### src/ldo_bank_consts.vh
/*
  Register map, field positions and reset values for the linear
  regulator control bank. Assumes the including file is plain Verilog.
*/
`ifndef LDO_BANK_CONSTS_VH
`define LDO_BANK_CONSTS_VH

// ----------------------------------------
// Register offsets
// ----------------------------------------
`define ADDR_CH_A_CTRL 8'h51
`define ADDR_CH_B_LEVEL 8'h54
`define ADDR_CH_B_CTRL 8'h55
`define ADDR_CH_C_LEVEL 8'h60
`define ADDR_CH_C_CTRL 8'h61
`define ADDR_CH_D_LEVEL 8'h64
`define ADDR_CH_D_CTRL 8'h65

// ----------------------------------------
// Control register fields
// ----------------------------------------
`define CTRL_ON_BIT 7
`define CTRL_PULLDOWN_BIT 6
`define CTRL_LOW_QUIESCENT_MODE_BIT 5
`define CTRL_DELAY_HI 4
`define CTRL_DELAY_LO 2
`define CTRL_IRQEN_BIT 1
`define CTRL_PGOOD_BIT 0
`define CTRL_WR_MASK 8'hFE

// ----------------------------------------
// Level register fields
// ----------------------------------------
`define LEVEL_HI 5
`define LEVEL_MASK 8'h3F

// ----------------------------------------
// Reset values and sizes
// ----------------------------------------
`define CTRL_RESET 7'h00
`define LEVEL_RESET 6'h00
`define NUM_CH 4
`define READ_ZERO 8'h00
`define ADDR_NONE 8'hFF
`define CH_BUS_RESET 4'h0
`define DELAY_BUS_RESET 12'h000
`define LEVEL_BUS_RESET 18'h00000
`define LEVEL_ALL_HI 23
`define LEVEL_ALL_LO 6

`endif

### src/ldo_channel_regs.v
/*
  One regulator channel: control and level fields, power-good
  readback, fault interrupt gating.
  Assumes synchronized power-good and fault inputs from the caller.
*/
`timescale 1ns/1ps
`include "ldo_bank_consts.vh"

module ldo_channel_regs (
  input wire clk,
  input wire srst,
  input wire ce,
  input wire ctrl_we,
  input wire level_we,
  input wire [7:0] wdata,
  input wire pgood,
  input wire fault,
  output wire [7:0] ctrl_rd,
  output wire [7:0] level_rd,
  output wire [5:0] output_level_code,
  output wire chan_on,
  output wire shutdown_pulldown_en,
  output wire low_quiescent_mode,
  output wire [2:0] turn_on_delay,
  output wire fault_irq
);

  reg [6:0] ctrl_r;
  reg [5:0] level_r;

  // ----------------------------------------
  // Storage
  // ----------------------------------------
  always @(posedge clk) begin
    if (srst) begin
      ctrl_r <= `CTRL_RESET;
      level_r <= `LEVEL_RESET;
    end else if (ce) begin
      if (ctrl_we) begin
        ctrl_r <= wdata[`CTRL_ON_BIT:`CTRL_IRQEN_BIT];
      end
      if (level_we) begin
        level_r <= wdata[`LEVEL_HI:0];
      end
    end
  end

  assign chan_on = ctrl_r[`CTRL_ON_BIT-1];
  assign shutdown_pulldown_en = ctrl_r[`CTRL_PULLDOWN_BIT-1] & ~chan_on;
  assign low_quiescent_mode = ctrl_r[`CTRL_LOW_QUIESCENT_MODE_BIT-1];
  assign turn_on_delay = ctrl_r[`CTRL_DELAY_HI-1:`CTRL_DELAY_LO-1];
  assign fault_irq = fault & ctrl_r[`CTRL_IRQEN_BIT-1];
  // Power-good is never stored, so writes cannot touch it
  assign ctrl_rd = {ctrl_r, pgood};
  // Reserved upper bits read zero
  assign level_rd = {2'h0, level_r};
  assign output_level_code = level_r;

endmodule

### src/ldo_control_registers.v
/*
  Register bank for four linear regulator channels, reached through
  an address/data port from the serial interface logic. It keeps the
  control fields of four channels and the level codes of three, and
  drives every field out as a registered level.
  Assumes clk, srst and the strobes come from that interface logic on
  the same clock, with each strobe one cycle wide; power-good and
  fault come straight from the analog side and are synchronized here.
  The host takes rdata in the cycle in which rvalid is high.
*/
`timescale 1ns/1ps
`include "ldo_bank_consts.vh"

module ldo_control_registers (
  input wire clk,
  input wire srst,
  input wire ce,
  input wire [7:0] addr,
  input wire wr_en,
  input wire rd_en,
  input wire [7:0] wdata,
  output reg [7:0] rdata,
  output reg rvalid,
  input wire [3:0] pgood_in,
  input wire [3:0] fault_in,
  output reg [3:0] chan_on,
  output reg [3:0] shutdown_pulldown_en,
  output reg [3:0] low_quiescent_mode,
  output reg [11:0] turn_on_delay,
  output reg [17:0] output_level_code,
  output reg irq
);

  // ----------------------------------------
  // Internal signals
  // ----------------------------------------
  reg [3:0] pgood_s1_r;
  reg [3:0] pgood_s2_r;
  reg [3:0] fault_s1_r;
  reg [3:0] fault_s2_r;
  reg [7:0] rdata_nxt;
  wire [3:0] ctrl_we;
  wire [3:0] level_we;
  wire [31:0] ctrl_rd;
  wire [31:0] level_rd;
  wire [23:0] level_all;
  wire [3:0] on_w;
  wire [3:0] pd_w;
  wire [3:0] lq_w;
  wire [11:0] dly_w;
  wire [3:0] irq_w;
  wire [31:0] ctrl_addr;
  wire [31:0] level_addr;
  wire [3:0] ctrl_hit;
  wire [3:0] level_hit;
  wire wr_take;
  wire rd_take;
  wire irq_any;

  // ----------------------------------------
  // Pin synchronizers
  // ----------------------------------------
  // Power-good feeds only the readback, so two flops of latency are harmless
  always @(posedge clk) begin
    if (srst) begin
      pgood_s1_r <= `CH_BUS_RESET;
      pgood_s2_r <= `CH_BUS_RESET;
    end else if (ce) begin
      pgood_s1_r <= pgood_in;
      pgood_s2_r <= pgood_s1_r;
    end
  end

  // Faults take two flops here and one more in the interrupt register
  always @(posedge clk) begin
    if (srst) begin
      fault_s1_r <= `CH_BUS_RESET;
      fault_s2_r <= `CH_BUS_RESET;
    end else if (ce) begin
      fault_s1_r <= fault_in;
      fault_s2_r <= fault_s1_r;
    end
  end

  // ----------------------------------------
  // Address decode
  // ----------------------------------------
  // Channel a has only its control register in this bank
  assign ctrl_addr = {`ADDR_CH_D_CTRL, `ADDR_CH_C_CTRL, `ADDR_CH_B_CTRL, `ADDR_CH_A_CTRL};
  assign level_addr = {`ADDR_CH_D_LEVEL, `ADDR_CH_C_LEVEL, `ADDR_CH_B_LEVEL, `ADDR_NONE};

  // ----------------------------------------
  // Write strobes
  // ----------------------------------------
  // Strobes count only while the clock enable lets state move
  assign wr_take = wr_en & ce;
  assign rd_take = rd_en & ce;

  // ----------------------------------------
  // Channel slices
  // ----------------------------------------
  genvar i;
  generate
    for (i = 0; i < `NUM_CH; i = i + 1) begin : g_ch
      assign ctrl_hit[i] = (addr == ctrl_addr[8*i+7:8*i]);
      // Slot a has no level register, so its hit is held low
      assign level_hit[i] = (i != 0) & (addr == level_addr[8*i+7:8*i]);
      assign ctrl_we[i] = wr_take & ctrl_hit[i];
      assign level_we[i] = wr_take & level_hit[i];
      // Slot a keeps an idle level store; cheaper than a second slice type
      ldo_channel_regs u_ch (
        .clk(clk),
        .srst(srst),
        .ce(ce),
        .ctrl_we(ctrl_we[i]),
        .level_we(level_we[i]),
        .wdata(wdata),
        .pgood(pgood_s2_r[i]),
        .fault(fault_s2_r[i]),
        .ctrl_rd(ctrl_rd[8*i+7:8*i]),
        .level_rd(level_rd[8*i+7:8*i]),
        .output_level_code(level_all[6*i+5:6*i]),
        .chan_on(on_w[i]),
        .shutdown_pulldown_en(pd_w[i]),
        .low_quiescent_mode(lq_w[i]),
        .turn_on_delay(dly_w[3*i+2:3*i]),
        .fault_irq(irq_w[i])
      );
    end
  endgenerate

  // ----------------------------------------
  // Read mux
  // ----------------------------------------
  // A write in the same cycle is seen only by the next read
  always @* begin
    rdata_nxt = `READ_ZERO;
    case (addr)
      `ADDR_CH_A_CTRL: rdata_nxt = ctrl_rd[7:0];
      `ADDR_CH_B_LEVEL: rdata_nxt = level_rd[15:8];
      `ADDR_CH_B_CTRL: rdata_nxt = ctrl_rd[15:8];
      `ADDR_CH_C_LEVEL: rdata_nxt = level_rd[23:16];
      `ADDR_CH_C_CTRL: rdata_nxt = ctrl_rd[23:16];
      `ADDR_CH_D_LEVEL: rdata_nxt = level_rd[31:24];
      `ADDR_CH_D_CTRL: rdata_nxt = ctrl_rd[31:24];
      // Unmapped addresses read zero rather than hang the host
      default: rdata_nxt = `READ_ZERO;
    endcase
  end

  // ----------------------------------------
  // Read port
  // ----------------------------------------
  // rdata holds the last read, so a slow host may sample it late
  always @(posedge clk) begin
    if (srst) begin
      rdata <= `READ_ZERO;
    end else if (rd_take) begin
      rdata <= rdata_nxt;
    end
  end

  // One-cycle pulse in the cycle after the read is taken
  always @(posedge clk) begin
    if (srst) begin
      rvalid <= 1'b0;
    end else if (ce) begin
      rvalid <= rd_en;
    end
  end

  // ----------------------------------------
  // Channel switches
  // ----------------------------------------
  // Registered so the analog side never sees decode glitches; costs a cycle
  always @(posedge clk) begin
    if (srst) begin
      chan_on <= `CH_BUS_RESET;
      shutdown_pulldown_en <= `CH_BUS_RESET;
      low_quiescent_mode <= `CH_BUS_RESET;
    end else if (ce) begin
      chan_on <= on_w;
      shutdown_pulldown_en <= pd_w;
      low_quiescent_mode <= lq_w;
    end
  end

  // ----------------------------------------
  // Channel settings
  // ----------------------------------------
  always @(posedge clk) begin
    if (srst) begin
      turn_on_delay <= `DELAY_BUS_RESET;
      output_level_code <= `LEVEL_BUS_RESET;
    end else if (ce) begin
      turn_on_delay <= dly_w;
      // Channel a has no level register here; its slot is dropped
      output_level_code <= level_all[`LEVEL_ALL_HI:`LEVEL_ALL_LO];
    end
  end

  // ----------------------------------------
  // Interrupt
  // ----------------------------------------
  // A level, not a latch: it drops three clocks after the fault clears (two synchronizer flops, then this register)
  assign irq_any = |irq_w;
  always @(posedge clk) begin
    if (srst) begin
      irq <= 1'b0;
    end else if (ce) begin
      irq <= irq_any;
    end
  end

endmodule

### config.mk
export PLATFORM = sky130hd
export DESIGN_NAME = ldo_control_registers
export DESIGN_NICKNAME = d
export VERILOG_FILES = /design/src/ldo_channel_regs.v /design/src/ldo_control_registers.v
export VERILOG_INCLUDE_DIRS = /design/src
export SDC_FILE = /design/constraint.sdc
export NUM_CORES = 1
export LEC_CHECK = 0
export BUFFER_PORTS_ARGS = -buffer_cell sky130_fd_sc_hd__buf_2
export CORE_AREA = 10 10 117 87
export CTS_CLUSTER_SIZE = 20
export DETAILED_ROUTE_END_ITERATION = 6
export DIE_AREA = 0 0 127 97
export PLACE_DENSITY = 0.94
export SLEW_MARGIN = 10
export SYNTH_ARGS = -nofsm -noshare
export SYNTH_HDL_FRONTEND = slang
export SYNTH_SLANG_ARGS = --single-unit
### constraint.sdc
create_clock -name clk -period 3.4 [get_ports clk]
set_input_delay 0.34 -clock clk [delete_from_list [all_inputs] [get_ports clk]]
set_output_delay 0.34 -clock clk [all_outputs]
set_load 0.005 [all_outputs]
# Word level (Yosys, flattened, before mapping)
# Index checks and enable logic that the tools add are counted.
[totals]
mem_bits_rw = 0
rom_bits = 0
in_bits = 29
reg_bits = 114
out_inout_bits = 52
latchBits = 0
n_memories = 0
[op_classes]
bitwise_logic = 21
shift = 0
multipliers = 0
magnitude_cmp = 0
n_addsub = 0
eq_ne = 7
div_mod_pow = 0
n_mux = 1
n_reduce_logical = 8
[ops]
columns = ["operator", "count"]
rows = [
  ["$eq 8x7->1 const B", 7],
  ["$pmux 8 s7", 1],
  ["$and 1x1->1", 17],
  ["$reduce_and 2->1", 7],
  ["$not 1->1", 4],
  ["$reduce_or 4->1", 1],
]

# Depth between registers and ports, before layout
[depth]
word_depth = 3
mapped_depth = 6
mapped_depth_nobuf = 4

# Modules after synthesis
# From an unflattened synthesis, not the netlist that was laid out.
[hier_totals]
hier_cells = 591
area_unflattened_um2 = 5723.0
[by_module_without_submodules]
columns = ["module", "instances", "area_each_um2", "seq_area_each_um2", "cells_per_inst"]
rows = [
  ["ldo_control_registers", 1, 2980.4, 1361.3, 307],
  ["ldo_channel_regs", 4, 685.7, 260.2, 71],
]

# Least setup slack after synthesis
# No wires, ideal clock.
[synth_path]
kind = "input-to-reg"
start = "input addr[2]"
end = "register g_ch[0].u_ch.ctrl_r[0]"
setup_time_ns = 0.128
n_path_buf = 1
t_arrival_ns = 1.652
cell_stages = 5
slack_ns = 1.620
required_time_ns = 3.272
path_cell_list = "buf_4 nor4b_1 nand3_2 mux2i_1 nor2_1"
[synth_between]
elab_chain_cells = 3
[synth_rtl]
columns = ["item", "line_no", "text"]
rows = [
  ["start, declared", "ldo_control_registers.v:18", "input wire [7:0] addr,"],
  ["$eq 8x7->1", "ldo_control_registers.v:105", "assign ctrl_hit[i] = (addr == ctrl_addr[8*i+7:8*i]);"],
  ["$and 1x1->1", "ldo_control_registers.v:108", "assign ctrl_we[i] = wr_take & ctrl_hit[i];"],
  ["$reduce_and 2->1 (no source line)", "--", ""],
  ["end signal, assigned", "ldo_channel_regs.v:36", "ctrl_r <= `CTRL_RESET;"],
  ["end signal, assigned", "ldo_channel_regs.v:40", "ctrl_r <= wdata[`CTRL_ON_BIT:`CTRL_IRQEN_BIT];"],
  ["end, declared", "ldo_channel_regs.v:28", "reg [6:0] ctrl_r;"],
]
# Every way passes these cells.
# A chain may end at the register's enable or synchronous reset.

# Worst setup path after layout
[layout_path]
start = "input addr[2]"
end = "register g_ch[3].u_ch.level_r[5]"
[layout_between]
elab_chain_cells = 3
[layout_rtl]
columns = ["item", "line_no", "text"]
rows = [
  ["$eq 8x7->1", "ldo_control_registers.v:107", "assign level_hit[i] = (i != 0) & (addr == level_addr[8*i+7:8*i]);"],
  ["$and 1x1->1", "ldo_control_registers.v:109", "assign level_we[i] = wr_take & level_hit[i];"],
  ["$reduce_and 2->1 (no source line)", "--", ""],
  ["end signal, assigned", "ldo_channel_regs.v:37", "level_r <= `LEVEL_RESET;"],
  ["end signal, assigned", "ldo_channel_regs.v:43", "level_r <= wdata[`LEVEL_HI:0];"],
  ["end, declared", "ldo_channel_regs.v:29", "reg [5:0] level_r;"],
]
# Every way passes these cells.

==> summary.txt <==
outcome - finished, final reports clean
fraction of layout cells with a size suffix above 1 - 0.220
GP Congestion - 0.937
CTS tree - yes
Worst Hold Class - input pin to flop
instance count of the mapped netlist - 464
setup violators final - 0
GRT Residual Overflow - 0
GR peak layer - met2
Ports - 81
sequential fraction of the synthesis area - 0.489
setup bufs post-CTS - 0
post-synthesis cell area - 0.00467 sq mm
Avg Vias per Cell - 5.95
largest fanout on the critical path - 20
hold slack - 0.162 ns
Port-buffer cells - 80
pin count of the biggest net entering global routing - 51
vias in the first global route - 3,858
FF+latch area - 0.00228 sq mm
Avg Cell Area, Syn - 10.1 sq um
die area - 0.0123 sq mm
met3 Use GR - 0.0778
VDD IR max - 0.301 mV
Multi-input gate area - 0.00225 sq mm
CP arrival - 2.21 ns
met1 Use GR - 0.267
GRT Util Overall - 0.205
via count - 3,874
Core Region - 0.00784 sq mm
Final ANT Viol Nets - 0
RSZ-0062 raised after global routing - no
Clock Root Buffer - clkbuf_16
commonest non-fill, non-tap cell in the layout - dfxtp_1
clk_skew - 0.00965 ns
CTS Buf Count - 17
row cnt - 27
commonest non-fill, non-tap cells in the layout - dfxtp_1, nor2_1, mux2i_1, buf_2, clkbuf_16
initial antenna violation count - 0
post-route cell area - 0.00569 sq mm
final hold vios - 0
Worst Path Required - 3.68 ns
Max clock buf depth - 2
Antenna Cells - 0
startpoint types - input pin
fin nets - 566
Slew headroom - 0.424
final WL - 12,800 um
Worst Setup Path Type - input pin to flop
#FFs+latches synth - 114
routing usage on met2 - 0.300
leakage - 2.67 nW
die width - 127 um
Initial Util - 0.596
worst-margin pin slew - 0.857 ns
Max-Cap Viols - 0
CTS clk-pin slew, worst paths - 0.05 ns
power per cell area - 570 mW/mm^2
initial DRC count - 431
post_cts resized - 0
Synth-to-Final Area Change - 21.8%
max-slew violations - 0
Yosys warning count - 0
distinct cell type count after synthesis - 40
Die Span Y - 97 um
DRC - 0
CTS sink count - 114
Max H-tree Level - 4
Synth Flop Type - dfxtp_1
wire per inst - 19.7 um
fmax - 518 MHz
Post-synth EDFFs - 0
Worst-Skew Late Latency - 0.42 ns
Cell Area, Placed - 0.00510 sq mm
post-route minimum period - 1.93 ns
Hold-fix buffers, CTS - 0
Async SR Flop Fraction - 0
Crit. End Element - flop
# fillers - 561
Post-DP HPWL - 8810 um
first-pass GRT wire length - 20,700 um
final worst-path cycle share - 0.567
Pre-antenna DRT Iters - 6
setup TNS - 0 ns
Syn Nets - 493
## routing by layer
layer  vias to the layer above  share of wire  wire (um)
met1                      1851           0.43       5560
met4                         0          0.014        186
met2                       213           0.44       5710
li1                       1787              -          -
met5                         -              0          0
met3                        23           0.11       1400
## worst max-delay path, cell delays in order
cell and delay, ns:
buf_2 0.40, or4b_1 0.64, nor3_4 0.45, mux2i_1 0.29, nor2_1 0.08
## synth_stat cells (all sizes together) (4+ instances only)
master / count / area, sq um
a21oi: 6 / 30.0
nand4: 6 / 43.8
buf: 15 / 70.1
a22o: 6 / 52.6
o211ai: 7 / 52.6
a211oi: 4 / 30.0
nand2b: 6 / 37.5
mux2i: 106 / 1060
nor2: 107 / 402
nor2b: 4 / 25.0
dfxtp: 114 / 2280
a22oi: 4 / 30.0
nand2: 9 / 33.8
a221oi: 5 / 43.8
o2bb2ai: 4 / 35.0
nand3b: 13 / 97.6
clkbuf: 16 / 60.1
nor3: 4 / 42.5
## worst paths after layout
check                                         start                                end  slack [ns]  cells after the start
setup reg to reg  g_ch[3].u_ch.output_level_code[3]                           rdata[3]        2.18                      4
setup / recovery                            addr[2]  g_ch[3].u_ch.output_level_code[5]        1.47                      5
hold / removal                          pgood_in[2]                      pgood_s1_r[2]        0.16                      3
hold reg to reg             shutdown_pulldown_en[1]            shutdown_pulldown_en[1]        0.47                      2
## per-stage QoR
| stage | power, W | util | cells | worst slack, ns |
|---|---|---|---|---|
| floorplan | 0.00148 | - | 464 | 1.62 |
| global placement | 0.00152 | 0.651 | 619 | 1.27 |
| detailed placement | 0.00152 | 0.651 | 619 | 1.15 |
| CTS | 0.00324 | 0.726 | 651 | 1.54 |
| global route | 0.00331 | 0.726 | 651 | 1.46 |
| finish | 0.00324 | 0.726 | 651 | 1.47 |
## final cells by class
cell class,instances,area share
Clock buffer,23,0.0840
Clock inverter,9,0.0183
Inverter,2,0.00132
Multi-Input combinational cell,317,0.395
Sequential cell,114,0.401
Tap cell,101,0.0222
Timing Repair Buffer,85,0.0774
## sequential cells by signal (all words and copies together) (netlist names), 8 cells and up
| signal | count |
|---|---|
| g_ch.u_ch.output_level_code | 18 |
| turn_on_delay | 12 |
| g_ch.u_ch.ctrl_r | 28 |
| rdata | 8 |
| output_level_code | 18 |
## power by group
| group | internal [W] | total, W | switching [W] |
|---|---|---|---|
| Sequential | 0.00135 | 0.00136 | 0.00000715 |
| Clock | 0.00113 | 0.00174 | 0.000607 |
| Combinational | 0.0000512 | 0.000148 | 0.0000967 |
| Total | 0.00253 | 0.00324 | 0.000711 |
## cells by family after synthesis
logic type,synth area share
buffers and inverters,0.0295
AO/OA/AOI/OAI,0.0772
flip-flops,0.489
multiplexers,0.227
AND/OR/NAND/NOR,0.177
Power figures use the tool's default switching activity.
